File: src/intc_cfg.svh
// Purpose: Register map, field positions and reset values of the interrupt controller.
// Assumes: 32-bit register port with byte addresses, one word per register.
// Notes:   Module i event register sits at MOD0 plus four times i.
`ifndef INTC_CFG_SVH
`define INTC_CFG_SVH

`define ICTL_NUM_MOD      11
`define ICTL_NUM_HW_EVT   31
`define ICTL_MOD_EVT_MAX  11
`define ICTL_STAT_W       4
`define ICTL_NUM_SWI      7
`define ICTL_NUM_REGION   4
`define ICTL_RGN_W        12

`define ICTL_OFF_MOD0     8'h00
`define ICTL_OFF_SWI      8'h2C
`define ICTL_OFF_REGION0  8'h30

`define ICTL_MOD_EVT_LSB  0
`define ICTL_MOD_STAT_LSB 12
`define ICTL_MOD_EN_LSB   16
`define ICTL_MOD_LVL_LSB  28

`define ICTL_SWI_EVT_LSB  0
`define ICTL_SWI_CORE_ILL_BIT 7
`define ICTL_SWI_EXT_ILL_BIT  8
`define ICTL_SWI_SET_LSB  16
`define ICTL_SWI_EN_LSB   24

`define ICTL_RGN_BASE_LSB 0
`define ICTL_RGN_MASK_LSB 16
`define ICTL_RGN_EN_BIT   31

`define ICTL_MOD_EN_RST   11'h000
`define ICTL_MOD_LVL_RST  3'h0
`define ICTL_SWI_EN_RST   7'h7F
`define ICTL_RGN_RST      12'h000
`define ICTL_LEVEL_NMI    3'h7
`define ICTL_LEVEL_NONE   3'h0

`endif

File: src/intc_pkg.sv
// Purpose: Types shared by the interrupt controller files.
// Assumes: Nothing beyond the configuration header.
// Notes:   Constants live in the header; this package holds types only.
`default_nettype none

package intc_pkg;

  typedef logic [2:0] level_t;

  typedef enum logic [1:0] {
    ACC_IDLE,
    ACC_LEGAL,
    ACC_ILLEGAL
  } acc_state_t;

endpackage : intc_pkg

`default_nettype wire

File: src/module_and_soft_interrupt_ctrl.sv
// Purpose: Gathers module and software interrupt events and posts a level to the core.
// Assumes: All event and bus inputs come from logic on the system clock.
// Notes:   Illegal core and external master accesses are caught here and raise level 7.
`include "intc_cfg.svh"
`default_nettype none

module module_and_soft_interrupt_ctrl
  import intc_pkg::*;
(
  input  wire logic        clk_sys_i,    // System clock, 25 MHz.
  input  wire logic        nrst_i,       // Synchronous reset, active low.
  input  wire logic [7:0]  reg_addr_i,   // Register byte address.
  input  wire logic [31:0] reg_wdata_i,  // Register write data.
  input  wire logic        reg_wr_i,     // Register write strobe.
  input  wire logic        reg_rd_i,     // Register read strobe.
  output logic      [31:0] reg_rdata_o,  // Read data, one cycle after the strobe.
  input  wire logic [30:0] hw_evt_i,     // Module event pulses.
  input  wire logic [43:0] hw_status_i,  // Module status bits, four per module.
  input  wire logic        core_as_i,    // Core address strobe.
  input  wire logic [23:0] core_addr_i,  // Core address.
  output logic             core_ack_o,   // Transfer acknowledge for illegal core access.
  output logic             core_berr_o,  // Bus error to core, always low.
  input  wire logic        ext_as_i,     // External master address strobe.
  input  wire logic [23:0] ext_addr_i,   // External master address.
  output logic             ext_ack_o,    // Transfer acknowledge for illegal external access.
  output logic      [2:0]  ipl_o,        // Interrupt level to the core.
  output logic             nmi_o         // Pulse on each rise to level 7.
);

  localparam int unsigned NM   = `ICTL_NUM_MOD;
  localparam int unsigned MW   = `ICTL_MOD_EVT_MAX;
  localparam int unsigned SW   = `ICTL_STAT_W;
  localparam int unsigned NS   = `ICTL_NUM_SWI;
  localparam int unsigned NR   = `ICTL_NUM_REGION;
  localparam int unsigned RW   = `ICTL_RGN_W;

  ////////////////////////////////////////////////////////////////////////////
  // Helpers
  ////////////////////////////////////////////////////////////////////////////

  // Events per posting module, in register order.
  function automatic int unsigned evt_width(input int unsigned m);
    case (m)
      0:       evt_width = 5;   // video_output_module
      1:       evt_width = 2;   // graphics_engine_module
      2:       evt_width = 2;   // printer link
      3:       evt_width = 1;   // timer
      4:       evt_width = 3;   // general_dma_module
      5:       evt_width = 3;   // port_dma_module
      6:       evt_width = 11;  // parallel_host_port_module
      default: evt_width = 1;   // external interrupts 0 to 3
    endcase
  endfunction : evt_width

  function automatic int unsigned evt_base(input int unsigned m);
    int unsigned acc;
    acc = 0;
    for (int unsigned k = 0; k < m; k++) begin
      acc = acc + evt_width(k);
    end
    evt_base = acc;
  endfunction : evt_base

  function automatic level_t max_level(input level_t a, input level_t b);
    max_level = (a > b) ? a : b;
  endfunction : max_level

  function automatic acc_state_t acc_next(input acc_state_t s, input logic as, input logic hit);
    acc_state_t n;
    n = s;
    unique case (s)
      ACC_IDLE: begin
        if (as) begin
          n = hit ? ACC_LEGAL : ACC_ILLEGAL;
        end
      end
      ACC_LEGAL,
      ACC_ILLEGAL: begin
        if (!as) begin
          n = ACC_IDLE;
        end
      end
      default: begin
        n = ACC_IDLE;
      end
    endcase
    acc_next = n;
  endfunction : acc_next

  ////////////////////////////////////////////////////////////////////////////
  // Register decode
  ////////////////////////////////////////////////////////////////////////////

  logic [5:0] word_w;
  logic       is_mod_w;
  logic       is_swi_w;
  logic       is_rgn_w;
  logic [3:0] mod_idx_w;
  logic [1:0] rgn_idx_w;
  logic       wr_swi_w;

  assign word_w    = reg_addr_i[7:2];
  assign is_mod_w  = (reg_addr_i[1:0] == 2'h0) &&
                     (reg_addr_i >= `ICTL_OFF_MOD0) &&
                     (reg_addr_i < 8'(`ICTL_OFF_MOD0 + 4 * NM));
  assign is_swi_w  = (reg_addr_i == `ICTL_OFF_SWI);
  assign is_rgn_w  = (reg_addr_i[1:0] == 2'h0) &&
                     (reg_addr_i >= `ICTL_OFF_REGION0) &&
                     (reg_addr_i < 8'(`ICTL_OFF_REGION0 + 4 * NR));
  assign mod_idx_w = 4'(word_w - 6'(`ICTL_OFF_MOD0 >> 2));
  assign rgn_idx_w = 2'(word_w - 6'(`ICTL_OFF_REGION0 >> 2));
  assign wr_swi_w  = reg_wr_i && is_swi_w;

  ////////////////////////////////////////////////////////////////////////////
  // Module event groups
  ////////////////////////////////////////////////////////////////////////////

  logic [31:0] mod_rd_w  [NM];
  level_t      mod_lvl_w [NM];

  for (genvar m = 0; m < NM; m++) begin : g_mod
    localparam int unsigned W    = evt_width(m);
    localparam int unsigned B    = evt_base(m);
    localparam logic [MW-1:0] VM = MW'((1 << W) - 1);

    logic          wr_w;
    logic [W-1:0]  clr_w;
    logic [W-1:0]  flag_w;
    logic [W-1:0]  req_w;
    logic [MW-1:0] en_q;
    level_t        lvl_q;

    assign wr_w  = reg_wr_i && is_mod_w && (mod_idx_w == 4'(m));
    assign clr_w = wr_w ? reg_wdata_i[`ICTL_MOD_EVT_LSB +: W] : '0;

    event_group #(
      .N (W)
    ) u_grp (
      .clk_sys_i (clk_sys_i),
      .nrst_i    (nrst_i),
      .set_i     (hw_evt_i[B +: W]),
      .clr_i     (clr_w),
      .en_i      (en_q[W-1:0]),
      .flag_o    (flag_w),
      .req_o     (req_w)
    );

    always_ff @(posedge clk_sys_i) begin
      if (!nrst_i) begin
        en_q  <= `ICTL_MOD_EN_RST;
        lvl_q <= `ICTL_MOD_LVL_RST;
      end else if (wr_w) begin
        en_q  <= reg_wdata_i[`ICTL_MOD_EN_LSB +: MW] & VM;
        lvl_q <= reg_wdata_i[`ICTL_MOD_LVL_LSB +: 3];
      end
    end

    // Level zero leaves the module silent even with enabled events pending.
    assign mod_lvl_w[m] = (|req_w) ? lvl_q : `ICTL_LEVEL_NONE;

    // Status bits are only read back; they feed no request.
    assign mod_rd_w[m] = {1'b0, lvl_q, 1'b0, en_q,
                          hw_status_i[m*SW +: SW], 1'b0, MW'(flag_w)};
  end

  ////////////////////////////////////////////////////////////////////////////
  // Software interrupts and illegal address flags
  ////////////////////////////////////////////////////////////////////////////

  logic [NS-1:0] sw_en_q;
  logic [NS-1:0] sw_set_w;
  logic [NS-1:0] sw_clr_w;
  logic [NS-1:0] sw_flag_w;
  logic [NS-1:0] sw_req_w;
  logic [1:0]    err_set_w;
  logic [1:0]    err_clr_w;
  logic [1:0]    err_flag_w;
  logic [1:0]    err_req_w;
  logic          core_bad_w;
  logic          ext_bad_w;

  // Setting a pending bit again just holds it set.
  assign sw_set_w  = wr_swi_w ? reg_wdata_i[`ICTL_SWI_SET_LSB +: NS] : '0;
  assign sw_clr_w  = wr_swi_w ? reg_wdata_i[`ICTL_SWI_EVT_LSB +: NS] : '0;

  event_group #(
    .N (NS)
  ) u_swi (
    .clk_sys_i (clk_sys_i),
    .nrst_i    (nrst_i),
    .set_i     (sw_set_w),
    .clr_i     (sw_clr_w),
    .en_i      (sw_en_q),
    .flag_o    (sw_flag_w),
    .req_o     (sw_req_w)
  );

  always_ff @(posedge clk_sys_i) begin
    if (!nrst_i) begin
      sw_en_q <= `ICTL_SWI_EN_RST;
    end else if (wr_swi_w) begin
      sw_en_q <= reg_wdata_i[`ICTL_SWI_EN_LSB +: NS];
    end
  end

  // Bit 0 is the core flag, bit 1 the external master flag; neither can be masked.
  assign err_set_w = {ext_bad_w, core_bad_w};
  assign err_clr_w = wr_swi_w ? {reg_wdata_i[`ICTL_SWI_EXT_ILL_BIT], reg_wdata_i[`ICTL_SWI_CORE_ILL_BIT]}
                              : 2'h0;

  event_group #(
    .N (2)
  ) u_err (
    .clk_sys_i (clk_sys_i),
    .nrst_i    (nrst_i),
    .set_i     (err_set_w),
    .clr_i     (err_clr_w),
    .en_i      (2'h3),
    .flag_o    (err_flag_w),
    .req_o     (err_req_w)
  );

  ////////////////////////////////////////////////////////////////////////////
  // Address regions and illegal access tracking
  ////////////////////////////////////////////////////////////////////////////

  logic [NR*RW-1:0] rgn_base_q;
  logic [NR*RW-1:0] rgn_mask_q;
  logic [NR-1:0]    rgn_en_q;
  logic             core_hit_w;
  logic             ext_hit_w;
  acc_state_t       core_st_q;
  acc_state_t       core_st_d;
  acc_state_t       ext_st_q;
  acc_state_t       ext_st_d;

  always_ff @(posedge clk_sys_i) begin
    if (!nrst_i) begin
      rgn_base_q <= '0;
      rgn_mask_q <= '0;
      rgn_en_q   <= '0;
    end else if (reg_wr_i && is_rgn_w) begin
      rgn_base_q[rgn_idx_w*RW +: RW] <= reg_wdata_i[`ICTL_RGN_BASE_LSB +: RW];
      rgn_mask_q[rgn_idx_w*RW +: RW] <= reg_wdata_i[`ICTL_RGN_MASK_LSB +: RW];
      rgn_en_q[rgn_idx_w]            <= reg_wdata_i[`ICTL_RGN_EN_BIT];
    end
  end

  region_decode #(
    .NREG (NR),
    .RW   (RW)
  ) u_core_dec (
    .addr_i (core_addr_i),
    .base_i (rgn_base_q),
    .mask_i (rgn_mask_q),
    .en_i   (rgn_en_q),
    .hit_o  (core_hit_w)
  );

  region_decode #(
    .NREG (NR),
    .RW   (RW)
  ) u_ext_dec (
    .addr_i (ext_addr_i),
    .base_i (rgn_base_q),
    .mask_i (rgn_mask_q),
    .en_i   (rgn_en_q),
    .hit_o  (ext_hit_w)
  );

  // The flag is set once per access, on the first cycle of the strobe.
  assign core_st_d  = acc_next(core_st_q, core_as_i, core_hit_w);
  assign ext_st_d   = acc_next(ext_st_q, ext_as_i, ext_hit_w);
  assign core_bad_w = (core_st_q == ACC_IDLE) && (core_st_d == ACC_ILLEGAL);
  assign ext_bad_w  = (ext_st_q == ACC_IDLE) && (ext_st_d == ACC_ILLEGAL);

  always_ff @(posedge clk_sys_i) begin
    if (!nrst_i) begin
      core_st_q <= ACC_IDLE;
      ext_st_q  <= ACC_IDLE;
    end else begin
      core_st_q <= core_st_d;
      ext_st_q  <= ext_st_d;
    end
  end

  ////////////////////////////////////////////////////////////////////////////
  // Level resolution
  ////////////////////////////////////////////////////////////////////////////

  level_t lvl_w;

  always_comb begin
    lvl_w = `ICTL_LEVEL_NONE;
    for (int unsigned m = 0; m < NM; m++) begin
      lvl_w = max_level(lvl_w, mod_lvl_w[m]);
    end
    for (int unsigned b = 0; b < NS; b++) begin
      if (sw_req_w[b]) begin
        lvl_w = max_level(lvl_w, 3'(b + 1));
      end
    end
    if (|err_req_w) begin
      lvl_w = `ICTL_LEVEL_NMI;
    end
  end

  ////////////////////////////////////////////////////////////////////////////
  // Read data and outputs
  ////////////////////////////////////////////////////////////////////////////

  logic [31:0] swi_rd_w;
  logic [31:0] rgn_rd_w;
  logic [31:0] rd_word_w;
  logic [31:0] rdata_q;
  level_t      ipl_q;
  logic        nmi_q;
  logic        core_ack_q;
  logic        ext_ack_q;
  logic        core_berr_q;

  // The set field is write-only and reads back as zero.
  assign swi_rd_w  = {1'b0, sw_en_q, 15'h0000, err_flag_w, sw_flag_w};
  assign rgn_rd_w  = {rgn_en_q[rgn_idx_w], 3'h0, rgn_mask_q[rgn_idx_w*RW +: RW],
                      4'h0, rgn_base_q[rgn_idx_w*RW +: RW]};
  assign rd_word_w = is_mod_w ? mod_rd_w[mod_idx_w] :
                     is_swi_w ? swi_rd_w :
                     is_rgn_w ? rgn_rd_w : 32'h00000000;

  always_ff @(posedge clk_sys_i) begin
    if (!nrst_i) begin
      rdata_q     <= 32'h00000000;
      ipl_q       <= `ICTL_LEVEL_NONE;
      nmi_q       <= 1'b0;
      core_ack_q  <= 1'b0;
      ext_ack_q   <= 1'b0;
      core_berr_q <= 1'b0;
    end else begin
      rdata_q     <= reg_rd_i ? rd_word_w : 32'h00000000;
      ipl_q       <= lvl_w;
      nmi_q       <= (lvl_w == `ICTL_LEVEL_NMI) && (ipl_q != `ICTL_LEVEL_NMI);
      core_ack_q  <= (core_st_d == ACC_ILLEGAL);
      ext_ack_q   <= (ext_st_d == ACC_ILLEGAL);
      core_berr_q <= 1'b0;
    end
  end

  assign reg_rdata_o = rdata_q;
  assign ipl_o       = ipl_q;
  assign nmi_o       = nmi_q;
  assign core_ack_o  = core_ack_q;
  assign ext_ack_o   = ext_ack_q;
  assign core_berr_o = core_berr_q;

endmodule : module_and_soft_interrupt_ctrl

`default_nettype wire

File: src/event_group.sv
// Purpose: Sticky event flags with write-one-to-clear and an enable mask.
// Assumes: Set and clear inputs are one-cycle pulses on the system clock.
// Notes:   A set that meets a clear is parked one cycle so the request drops and returns.
`default_nettype none

module event_group #(
  parameter int unsigned N = 1
) (
  input  wire logic         clk_sys_i,  // System clock.
  input  wire logic         nrst_i,     // Synchronous reset, active low.
  input  wire logic [N-1:0] set_i,      // Event pulses.
  input  wire logic [N-1:0] clr_i,      // Write-one-to-clear pulses.
  input  wire logic [N-1:0] en_i,       // Enable mask.
  output logic      [N-1:0] flag_o,     // Captured events.
  output logic      [N-1:0] req_o       // Enabled pending events.
);

  logic [N-1:0] flag_q;
  logic [N-1:0] flag_d;
  logic [N-1:0] park_q;
  logic [N-1:0] park_d;

  // Set wins over clear, but only after a one-cycle gap, so the core sees a fresh edge.
  assign park_d = set_i & clr_i;
  assign flag_d = (flag_q & ~clr_i) | (set_i & ~clr_i) | park_q;

  always_ff @(posedge clk_sys_i) begin
    if (!nrst_i) begin
      flag_q <= '0;
      park_q <= '0;
    end else begin
      flag_q <= flag_d;
      park_q <= park_d;
    end
  end

  assign flag_o = flag_q;
  assign req_o  = flag_q & en_i;

endmodule : event_group

`default_nettype wire

File: src/region_decode.sv
// Purpose: Matches an address against the programmed module regions.
// Assumes: Each region compares the upper address bits under a mask.
// Notes:   A region with its enable clear never matches.
`default_nettype none

module region_decode #(
  parameter int unsigned NREG = 4,
  parameter int unsigned RW   = 12
) (
  input  wire logic [23:0]        addr_i,   // Address under test.
  input  wire logic [NREG*RW-1:0] base_i,   // Region bases, packed.
  input  wire logic [NREG*RW-1:0] mask_i,   // Region compare masks, packed.
  input  wire logic [NREG-1:0]    en_i,     // Region enables.
  output logic                    hit_o     // Some region matches.
);

  logic [RW-1:0]   top_w;
  logic [NREG-1:0] match_w;

  assign top_w = addr_i[23 -: RW];

  for (genvar r = 0; r < NREG; r++) begin : g_rgn
    assign match_w[r] = en_i[r] &&
                        ((top_w & mask_i[r*RW +: RW]) == (base_i[r*RW +: RW] & mask_i[r*RW +: RW]));
  end

  assign hit_o = |match_w;

endmodule : region_decode

`default_nettype wire

File: config.mk
export PLATFORM = sky130hd
export DESIGN_NAME = module_and_soft_interrupt_ctrl
export DESIGN_NICKNAME = d
export VERILOG_FILES = /design/src/intc_pkg.sv /design/src/module_and_soft_interrupt_ctrl.sv /design/src/event_group.sv /design/src/region_decode.sv
export VERILOG_INCLUDE_DIRS = /design/src
export SDC_FILE = /design/constraint.sdc
export NUM_CORES = 1
export LEC_CHECK = 0
export BUFFER_PORTS_ARGS = -buffer_cell sky130_fd_sc_hd__buf_2
export CAP_MARGIN = 0
export CORE_AREA = 2 2 220 222
export CTS_CLUSTER_DIAMETER = 150
export DETAILED_ROUTE_END_ITERATION = 16
export DIE_AREA = 0 0 222 224
export GPL_TIMING_DRIVEN = 0
export HOLD_SLACK_MARGIN = 0.02
export PLACE_DENSITY_LB_ADDON = 0.2
export SLEW_MARGIN = 20
export SYNTH_ARGS = -nofsm -noshare
export SYNTH_HDL_FRONTEND = slang
export SYNTH_SLANG_ARGS = --single-unit
export TNS_END_PERCENT = 1
File: constraint.sdc
create_clock -name clk_sys_i -period 16 [get_ports clk_sys_i]
set_input_delay 2.4 -clock clk_sys_i [delete_from_list [all_inputs] [get_ports clk_sys_i]]
set_output_delay 2.4 -clock clk_sys_i [all_outputs]
set_load 0.02 [all_outputs]
Word-level counts from Yosys, hierarchy flattened
Index checks and enable logic that the tools add are counted.
Widths: inputs -> output; s select.

cells by class
  add/subtract/negate cells = 2
  $mul = 1
  divide/modulo/power cells = 0
  order comparisons = 25
  eq/ne operators = 27
  shift operators = 5
  muxes and demuxes = 72
  bitwise operators = 103
  reductions and logical operators = 46

operators by type and width
  kind                      number
  $mux 32                   5
  $and 12x12->12            12
  $bmux 32 s4               1
  $mux 3                    39
  $bwmux 48                 2
  $eq 12x12->1              8
  $shiftx 12x34->48         2
  $shiftx 48x7->12          2
  $shift 12x34->48 const A  1
  $and 11x11->11            4
  $neg 6->34                1
  $gt 3x3->1                10
  $logic_and 1x1->1         30
  $and 7x7->7               4
  $and 3x3->3               8
  $and 2x2->2               11
  $or 11x11->11             2
  $and 1x1->1               20
  $and 5x5->5               4
  $mux 2                    9
  $eq 4x3->1 const B        4
  $mux 7                    2
  $or 7x7->7                2
  $eq 4x4->1 const B        3
  other kinds (46)          95

word-level totals
  bits in registers = 293
  latch bits = 0
  RAM bits = 0
  memory bits (read-only) = 0
  bits of input ports = 169
  output and inout port bits = 39
  memories = 0

Depth between registers and ports, before layout
Gate-level depths: netlist of run 1.

  depth after elaboration = 49
  mapped depth = 71
  depth with buffers taken out = 71

By module
From an unflattened synthesis of run 1, not the netlist that was laid out.

unflattened totals
  cell total of the unflattened synthesis = 1,957
  area total of the unflattened synthesis = 16,813.6 sq um

modules (own cells, without submodules)
  module                              times used  cells an instance  area each (sq um)  sequential area each (sq um)
  module_and_soft_interrupt_ctrl      1           1,551              12,655.9           4,264.1
  region_decode                       2           81                 668.1              0.0
  event_group at g_mod[6].u_grp       1           68                 778.2              440.4
  event_group at u_swi                1           43                 498.0              280.3
  event_group at g_mod[1].u_grp ...   3           12                 138.9              80.1
  event_group at g_mod[4].u_grp ...   2           18                 207.7              120.1
  event_group at g_mod[0].u_grp       1           31                 362.8              200.2
  event_group at g_mod[10].u_grp ...  5           6                  70.1               40.0

Least setup slack after synthesis of run 1
No wires, ideal clock.

  path type = register to register
  from = register g_mod[0].u_grp.flag_q[2]
  to = register nmi_q (netlist: nmi_o)
  library setup time = 0.079 ns
  arrival time = 12.882 ns
  data required time = 15.921 ns
  setup slack = 3.039 ns
  cell stages (with the launch flop) = 68
  path through = dfxtp_1 a222oi_1 nand2_1 and2_1 ha_1 a21o_1 o311ai_0 a21boi_0 inv_1 ha_1 and2_1 a21bo_2 o211ai_1 o22a_1 o21a_1 ha_1 o21a_1 nor2_1 [32 not listed] and3_1 o21bai_1 ha_1 a21o_1 a21oi_1 nor2_1 a21oi_1 o211a_1 nor2_1 ha_1 o21ai_0 nand2b_1 and2_1 o211ai_1 o21a_1 a2111oi_4 o221ai_2 a211oi_2

on the way
  longest elaborated chain between the ends = 49

RTL lines
  element                        RTL line                               source
  from (decl)                    event_group.sv:18                      logic [N-1:0] flag_q;
  from (signal assigned)         event_group.sv:32                      flag_q <= flag_d;
  $and 5x5->5 *                  event_group.sv:38                      assign req_o = flag_q & en_i;
  $reduce_or 5->1 *              module_and_soft_interrupt_ctrl.sv:159  assign mod_lvl_w[m] = (|req_w) ? lvl_q : `ICTL_LEVEL_NONE;
  $mux 3 (no source line) *      n/a
  $gt 1x3->1                     module_and_soft_interrupt_ctrl.sv:65   max_level = (a > b) ? a : b;
  $mux 3 *                       module_and_soft_interrupt_ctrl.sv:65
  $gt 3x3->1                     module_and_soft_interrupt_ctrl.sv:65
  $mux 3 *                       module_and_soft_interrupt_ctrl.sv:65
  $gt 3x3->1                     module_and_soft_interrupt_ctrl.sv:65
  [33 not listed]                n/a
  $mux 3                         module_and_soft_interrupt_ctrl.sv:65
  $mux 3 *                       module_and_soft_interrupt_ctrl.sv:299  if (sw_req_w[b]) begin
  $gt 3x3->1                     module_and_soft_interrupt_ctrl.sv:65
  $mux 3                         module_and_soft_interrupt_ctrl.sv:65
  $mux 3 *                       module_and_soft_interrupt_ctrl.sv:299
  $mux 3 *                       module_and_soft_interrupt_ctrl.sv:303  if (|err_req_w) begin
  $eq 3x3->1 (no source line) *  n/a
  $logic_and 1x1->1 *            module_and_soft_interrupt_ctrl.sv:341  nmi_q <= (lvl_w == `ICTL_LEVEL_NMI) && (ipl_q != `ICTL_LEVEL_NMI);
  to (signal assigned)           module_and_soft_interrupt_ctrl.sv:341
  to (decl)                      module_and_soft_interrupt_ctrl.sv:317  logic nmi_q;

Every way passes the cells marked *; elsewhere a longest branch is shown, timed or not.
A chain may end at the register's enable or synchronous reset.

Final worst setup path of run 1
  from = register g_mod[0].en_q[2]
  to = register nmi_q (netlist: nmi_o)

on the way
  longest elaborated chain between the ends = 49

RTL lines
  element                        RTL line                               source
  from (decl)                    module_and_soft_interrupt_ctrl.sv:130  logic [MW-1:0] en_q;
  from (signal assigned)         module_and_soft_interrupt_ctrl.sv:150  en_q <= `ICTL_MOD_EN_RST;
  from (signal assigned)         module_and_soft_interrupt_ctrl.sv:153  en_q <= reg_wdata_i[`ICTL_MOD_EN_LSB +: MW] & VM;
  $and 5x5->5 *                  event_group.sv:38
  $reduce_or 5->1 *              module_and_soft_interrupt_ctrl.sv:159
  $mux 3 (no source line) *      n/a
  $gt 1x3->1                     module_and_soft_interrupt_ctrl.sv:65
  $mux 3 *                       module_and_soft_interrupt_ctrl.sv:65
  $gt 3x3->1                     module_and_soft_interrupt_ctrl.sv:65
  $mux 3 *                       module_and_soft_interrupt_ctrl.sv:65
  $gt 3x3->1                     module_and_soft_interrupt_ctrl.sv:65
  [33 not listed]                n/a
  $mux 3                         module_and_soft_interrupt_ctrl.sv:65
  $mux 3 *                       module_and_soft_interrupt_ctrl.sv:299
  $gt 3x3->1                     module_and_soft_interrupt_ctrl.sv:65
  $mux 3                         module_and_soft_interrupt_ctrl.sv:65
  $mux 3 *                       module_and_soft_interrupt_ctrl.sv:299
  $mux 3 *                       module_and_soft_interrupt_ctrl.sv:303
  $eq 3x3->1 (no source line) *  n/a
  $logic_and 1x1->1 *            module_and_soft_interrupt_ctrl.sv:341

Marks and branches as above.

==> reports/results.txt, run 1 <==
The run finished with clean final reports. The shortest period the worst path allows is 14.86 ns. The cell class contributing the biggest share of worst-path delay is compound AO/OA/AOI/OAI gates. The slew at the pin closest to its max-slew limit was 1.16 ns.

Adding up every negative setup slack in the final design gives 0 ns. Across the run, the number of max-cap violations was 0. Data on the critical path arrives at its endpoint at 15.34 ns.

The quantity of I/O buffers inserted on ports came out at 173. The tools report the global-route usage over all layers as 0.294. For this run the aggregate overflow at the end of global routing stands at 0. For this run, the top clock speed supported by timing is 0.0673 GHz. The filler cells instantiated in the layout total 4880. Layout-stage area growth over the synthesis result: 17.5%. The worst setup path is of the reg -> reg kind.

For the maximum number of pins on one net before global-route repair, the log shows 14. Summed over all cells, the static leakage comes to 0.00753 uW. Wires add up to 74300 um. The share of final-layout standard cells stronger than drive strength 1 is 0.150, and the number of buffers inserted by hold repair at cts is 0. The post-route clock skew came out at 0.0124 ns. For the standard-cell row count, the log shows 80. Power spread over the standard cell area amounts to 91.5 mW/mm2.

CTS built an H-tree with a depth of 2. For the number of placed instances, taps included, the log shows 2675. The tightest min-delay check is of the reg -> reg type. Clock network latency to the later pin of the worst-skew pair: 0.56 ns. The number of clock buffers added by TritonCTS is 36.

Yosys printed 0 warnings. For the detailed-router iteration count before antenna repair, the log shows 10. The floorplan step defined a core boundary enclosing 0.0473 mm2. The tools report the number of antenna violations at the first check in global routing as 1. The kind of capture point of the worst setup path was a flop. Cell taking the most area after synthesis: sky130_fd_sc_hd__dfxtp_1. The end-of-flow core utilization was 0.409; the number of library cell types mapped by synthesis was 82. In the final routed layout, each cell accounts on average for 27.1 um. For the gate count after technology mapping, the log shows 1883. Post-route antenna net violation count: 0.

The run gives 0 as the number of hold violations in the final report. The max-slew violation total from the final report is 0, and the final-layout worst hold slack is 0.438 ns. Y dimension of the die: 224 um.

The tools report the fraction of the yosys area taken by sequential cells as 0.356. After synthesis, the cell types taking the most area are sky130_fd_sc_hd__dfxtp_1 (36%), sky130_fd_sc_hd__mux4_2 (6.2%), sky130_fd_sc_hd__xor2_1 (5.1%), sky130_fd_sc_hd__mux2i_1 (4.7%), sky130_fd_sc_hd__nand2_1 (4.6%). At the worst endpoint, the required time is 16.48 ns. The final estimated routing congestion in global placement was 1.02; the largest fanout on the critical path was 6.

STA classifies the critical path startpoint as a flop. TritonCTS built the clock tree. The cell with the largest stage delay on the worst path is sky130_fd_sc_hd__or3_1. In the final layout, the multi-input gates occupy 0.0101 mm2. In this design, the stage delay of the slowest critical-path cell is 0.38 ns. The detailed router placed 16.3k vias in this run. After clock tree synthesis, the clock-pin slew on the worst setup and hold paths is 0.06 ns.

The share of the cycle needed by the critical path after routing came out at 0.929. Counting flops with a built-in enable in the synthesized netlist gives 0. The placed wire-length estimate was 58100 um.

In this run the deepest clock path goes through 3 buffers. Most used cell along the critical path: sky130_fd_sc_hd__ha_1. The run gives 0 as the total of endpoints with negative setup slack in the final report. The relative slew slack is 0.220. After the last flow step, the layout net total stands at 2302. Initial standard-cell utilization of the core: 0.348. The average size of a mapped cell was 8.75 um2; the via density per instance was 5.96. Counting flops and latches in the post-synthesis netlist gives 293. The die is 222 um wide. When the netlist entered floorplanning its net count stood at 2086. The total area of sequential cells came out at 0.00587 mm2. After the first detailed-routing iteration, the DRC count stood at 1847. The die covers 0.0497 mm2. Summing every instance area after synthesis gives 0.0165 mm2.

For this design the top-level I/O count stands at 208. The worst-case IR drop observed on VDD is 0.0595 mV. In this run, post-CTS repair resized a total of 0 instances.

The fraction of post-synthesis cell area in the top cell type by area came out at 0.356. Counting both buffers and inverters, the worst setup path holds a total of 4. The tree is rooted in a sky130_fd_sc_hd__clkbuf_16. In the routed design, unresolved DRC markers number 0.

The total clock sinks came out at 293. The run gives 15.9k as the number of global-route vias before repair. The most used flip-flop cell after synthesis is sky130_fd_sc_hd__dfxtp_1.

The first-pass GRT wire length is 107000 um, and the final cell count without fillers is 2742. The share of flip-flops with an asynchronous set or reset works out to 0. Setup repair after global routing left no endpoint under its margin.
-- cell type report --
cell class              count  area share
flip-flops and latches    293       0.303
multi-input cells        1449       0.522
inverters                  19     0.00369
clock buffers              46      0.0506
clock inverters            17     0.00918
well taps                 615      0.0398
plain buffers             122      0.0250
repair buffers            178      0.0462
diodes                      3    0.000388
-- synth_stat cells, drive strengths merged, types with 18 or more instances --
cell type / number
a211oi: 21
o21a: 53
xor2: 96
nand2: 204
nor2: 135
ha: 34
a222oi: 23
and2: 48
a21oi: 113
mux4: 45
and3: 54
nand3: 66
dfxtp: 293
clkbuf: 105
a22oi: 85
inv: 18
nor2b: 104
mux2i: 77
o21ai: 62
a21boi: 52
-- cells in the final DEF, fill, tap and decap left out, types with 15 or more instances in the layout --
| master | count |
|---|---|
| sky130_fd_sc_hd__clkbuf_16 | 37 |
| sky130_fd_sc_hd__o21a_1 | 53 |
| sky130_fd_sc_hd__ha_1 | 34 |
| sky130_fd_sc_hd__nor2b_1 | 104 |
| sky130_fd_sc_hd__nand2b_1 | 15 |
| sky130_fd_sc_hd__buf_2 | 179 |
| sky130_fd_sc_hd__a21oi_1 | 112 |
| sky130_fd_sc_hd__mux4_2 | 45 |
| sky130_fd_sc_hd__clkbuf_1 | 110 |
| sky130_fd_sc_hd__nor2_1 | 135 |
| sky130_fd_sc_hd__o21ai_0 | 60 |
| sky130_fd_sc_hd__a222oi_1 | 23 |
| sky130_fd_sc_hd__a21boi_0 | 51 |
| sky130_fd_sc_hd__inv_1 | 18 |
| sky130_fd_sc_hd__a211oi_1 | 17 |
| sky130_fd_sc_hd__nand2_1 | 204 |
| sky130_fd_sc_hd__mux2i_1 | 77 |
| sky130_fd_sc_hd__nand3_1 | 66 |
| sky130_fd_sc_hd__xor2_1 | 96 |
| sky130_fd_sc_hd__a22oi_1 | 85 |
| sky130_fd_sc_hd__and2_1 | 47 |
| sky130_fd_sc_hd__and3_1 | 54 |
| sky130_fd_sc_hd__dfxtp_1 | 293 |
-- worst register-to-register path: cells and delay by family (launching register included) --
kind	cells	cell delay, ns
multiplexers	1	0.28
adder cells (fa/ha/maj)	10	3.21
flip-flops	1	0.33
AO/OA/AOI/OAI	32	6.79
buffers and inverters	4	0.39
AND/OR/NAND/NOR	20	3.81
-- power by group --
part	switching [uW]	internal (uW)
logic	129	62.3
registers	12.2	739
clock network	345	483
total	486	1280
-- worst paths after layout --
check,slack (ns),startpoint,cells after the start,end
min,0.44,g_mod[0].u_grp.park_q[1],1,g_mod[0].u_grp.flag_o[1]
max reg2reg,1.14,g_mod[0].en_q[2],67,nmi_o
min reg2reg,0.44,g_mod[0].u_grp.park_q[1],1,g_mod[0].u_grp.flag_o[1]
max,1.14,g_mod[0].en_q[2],67,nmi_o
-- routing by layer --
| metal | GRT usage | vias to the layer above | wire [um] |
|---|---|---|---|
| li1 | - | 7296 | - |
| met1 | 0.368 | 7896 | 29700 |
| met2 | 0.470 | 937 | 33100 |
| met3 | 0.0565 | 209 | 6330 |
| met4 | 0.179 | 0 | 5080 |
| met5 | 0 | - | 0 |
-- registers in the layout, indices dropped and copies added (netlist names), 31 cells and up --
| name | count |
|---|---|
| rgn_mask_q | 48 |
| g_mod.u_grp.flag_o | 31 |
| g_mod.en_q | 31 |
| reg_rdata_o | 32 |
| g_mod.u_grp.park_q | 31 |
| rgn_base_q | 48 |
| g_mod.lvl_q | 33 |
-- logic make-up (layout without fill, tap and decap cells) --
| kind of cell | after synthesis | in the layout | synth area share |
|---|---|---|---|
| other | 1 | 4 | 0.000228 |
| xor gates and xnor gates | 97 | 97 | 0.0516 |
| adders and majority gates | 34 | 34 | 0.0258 |
| AOI/OAI and AO/OA | 509 | 509 | 0.218 |
| DFF | 293 | 293 | 0.356 |
| buffers and inverters | 141 | 382 | 0.0334 |
| muxes | 125 | 125 | 0.110 |
| and+or+nand+nor | 683 | 683 | 0.205 |
-- stage by stage --
| stage | instance area (um2) | power, uW | worst slack, ns |
|---|---|---|---|
| floorplan | 16500 | 857 | 3.04 |
| global placement | 18100 | 951 | 1.40 |
| detailed placement | 18200 | 953 | 1.21 |
| CTS | 19300 | 1770 | 1.15 |
| global route | 19300 | 1810 | 0.0437 |
| finish | 19300 | 1770 | 1.14 |
-- what timing repair did --
item,in CTS,in global routing
endpoints found under the setup margin,0,3
endpoints found under the hold margin,0,0
setup buffers,0,1
(Power assumes the default switching activity.)
==> run 2: changes to the inputs <==
--- a/config.mk
+++ b/config.mk
@@ -8,10 +8,10 @@
 export LEC_CHECK = 0
 export BUFFER_PORTS_ARGS = -buffer_cell sky130_fd_sc_hd__buf_2
 export CAP_MARGIN = 0
-export CORE_AREA = 2 2 220 222
-export CTS_CLUSTER_DIAMETER = 150
+export CORE_AREA = 2 2 260 262
+export CTS_CLUSTER_DIAMETER = 80
 export DETAILED_ROUTE_END_ITERATION = 16
-export DIE_AREA = 0 0 222 224
+export DIE_AREA = 0 0 262 264
 export GPL_TIMING_DRIVEN = 0
 export HOLD_SLACK_MARGIN = 0.02
 export PLACE_DENSITY_LB_ADDON = 0.2
==> reports/results.txt, run 2 (same netlist as run 1, synthesis figures left out) <==
The tools report the clock root buffer master as sky130_fd_sc_hd__clkbuf_16. The buffering stage count on the worst path with inverters included was 5. In the layout the commonest cells are sky130_fd_sc_hd__dfxtp_1 (293), sky130_fd_sc_hd__nand2_1 (204), sky130_fd_sc_hd__buf_2 (176).

For the worst setup path, the data arrival time is 15.33 ns. The number of DRC markers in iteration 0 was 1742; the setup TNS was 0 ns. After the last flow step, the layout net total stands at 2303. After detailed routing, the average wire length per cell comes to 27.1 um. The top-level I/O count is 208.

The initial standard-cell utilization of the core came out at 0.247. The analysis attributes to cell leakage a power of 0.00761 uW. On the worst path, the slowest cell contributes a delay of 0.39 ns. The pre-antenna-repair detailed-routing pass consisted of 7 iterations. The first global-routing pass estimated 115000 um of wire.

Max-slew violation total from the final report: 0. The y dimension of the die is 264 um, and the largest buffer count on any clock path is 3. The run gives 0.59 ns as the clock network latency to the later pin of the worst-skew pair.

The total congestion overflow after global routing was 0; the largest voltage drop on the vdd net was 0.0608 mV. Share of the cycle needed by the critical path after routing: 0.928. The run gives 16.48 ns as the required time at the worst-slack endpoint. The largest registers in the layout are rgn_base_q x48, rgn_mask_q x48, g_mod.lvl_q x33. The via density per instance works out to 5.36. Entering global routing, the biggest net connects 13 pins. Number of hold violations in the final report: 0. For the global-route usage over all layers, the log shows 0.232. Setup violations remaining at the end of the flow were counted as 0. For the die area, the log shows 0.0692 mm2. For the count of vias placed by the detailed router, the log shows 16.1k. Registers take 0.00587 mm2. Setup repair after global routing left no endpoint under its margin.

The cell count along the critical path was 68. For the final estimated routing congestion in global placement, the log shows 0.952. The wire-length estimate of the detail-placed layout is 64200 um. Among cell families on the critical path, the largest total delay comes from compound AO/OA/AOI/OAI gates. The relative slew slack is 0.190, and the number of remaining DRC errors is 0. Maximum frequency from static timing analysis: 0.0673 GHz. The worst setup path is of the reg -> reg kind.

The die width works out to 262 um. The clock net in this run drives a total of 293 sinks. The power density relative to cell area is 92.8 mW/mm2.

The layout-stage area growth over the synthesis result came out at 20.3%. The run finished with clean final reports. The largest fanout on the critical path was 6; the number of levels in the clock H-tree was 2. The number of cells on the worst hold path was 1.

The layout has 7167 filler cells. The quantity of I/O buffers inserted on ports is 173. Counting stages on the worst path, the most repeated cell is sky130_fd_sc_hd__ha_1. The tools report the number of antenna violations at the first check in global routing as 6. The slew at the pin closest to its max-slew limit came out at 1.21 ns. Clock skew on the completed layout was measured at 0.0351 ns. The run gives 38 as the clock buffer count from CTS. In the final layout, the multi-input gates occupy 0.0101 mm2. The run gives 0 as the post-route antenna net violation count. The worst setup path is captured at a flop. The number of cells on the worst reg-to-reg path works out to 68.

The tools report the number of global-route vias before repair as 15.8k. The total area inside the core boundary comes to 0.0666 mm2. The clock transition at the register clock pins on the worst setup and hold paths after CTS is 0.06 ns, and the share of final-layout standard cells stronger than drive strength 1 is 0.153. Once routing completed, OpenROAD measured the worst setup slack at 1.15 ns. TritonCTS built the clock tree.

The path class of the tightest hold or removal check is reg -> reg. The tools report the startpoint type of the worst setup path as a flop. Worst slack after detailed placement: 1.02 ns. The shortest period the worst path allows is 14.85 ns. Max-cap violations in this run came to 0. The tools report the total wire length as 81400 um. The library cell used most frequently in the layout, excluding fill and tap cells, is sky130_fd_sc_hd__dfxtp_1.

The cell with the largest stage delay on the worst path was sky130_fd_sc_hd__o311ai_1. The run gives 95 as the standard-cell row count.
## run 2: cell type report
cell class / count / share of cell area
clock buffer: 56 / 0.0570
tap: 873 / 0.0551
buffer: 122 / 0.0246
timing repair buffer: 177 / 0.0452
sequential: 293 / 0.296
multi-input combinational: 1449 / 0.510
antenna: 3 / 0.000379
clock inverter: 13 / 0.00796
inverter: 19 / 0.00360
## run 2: final timing paths
path / start / end / slack (ns)
hold reg to reg: g_mod[6].u_grp.park_q[4] / g_mod[6].u_grp.flag_o[4] / 0.42
setup reg to reg: g_mod[0].en_q[2] / nmi_o / 1.15
hold / removal: g_mod[6].u_grp.park_q[4] / g_mod[6].u_grp.flag_o[4] / 0.42
setup / recovery: g_mod[0].en_q[2] / nmi_o / 1.15
## run 2: power by group
group | internal, uW | switching [uW] | total, uW
Combinational | 62.5 | 133 | 195
Clock | 528 | 364 | 892
Sequential | 739 | 11.7 | 751
## run 2: worst register-to-register path, delay by kind of cell, from the launching register on
family / cells / cell delay (ns)
flops: 1 / 0.34
fa+ha+maj: 10 / 3.33
simple gates: 17 / 2.83
compound gates: 35 / 7.43
mux: 1 / 0.30
buf+inv: 5 / 0.51
## run 2: timing repair
item,in CTS,in global routing
buffers inserted,0,1
resized for setup,0,1
hold buffers,0,0
endpoints found under the setup margin,0,3
## run 2: through the flow
step           cell area (um2)  utilization  hold WS (ns)  cells  power [uW]
3_3_place_gp             18400        0.277         0.420   2929         957
5_1_grt                  19800        0.298         0.448   3002        1890
4_1_cts                  19800        0.297         0.421   3001        1840
6_report                 19800        0.298         0.424   3005        1840
2_1_floorplan            16500            -         0.418   1883         857
3_5_place_dp             18500        0.278         0.424   2932         958
## run 2: metal layers
| layer | vias to the layer above | global-route usage | wire length [um] |
|---|---|---|---|
| li1 | 7280 | - | - |
| met1 | 8040 | 0.301 | 34700 |
| met2 | 655 | 0.393 | 39100 |
| met3 | 145 | 0.0280 | 4620 |
| met4 | 0 | 0.0809 | 3060 |
| met5 | - | 0 | 0 |
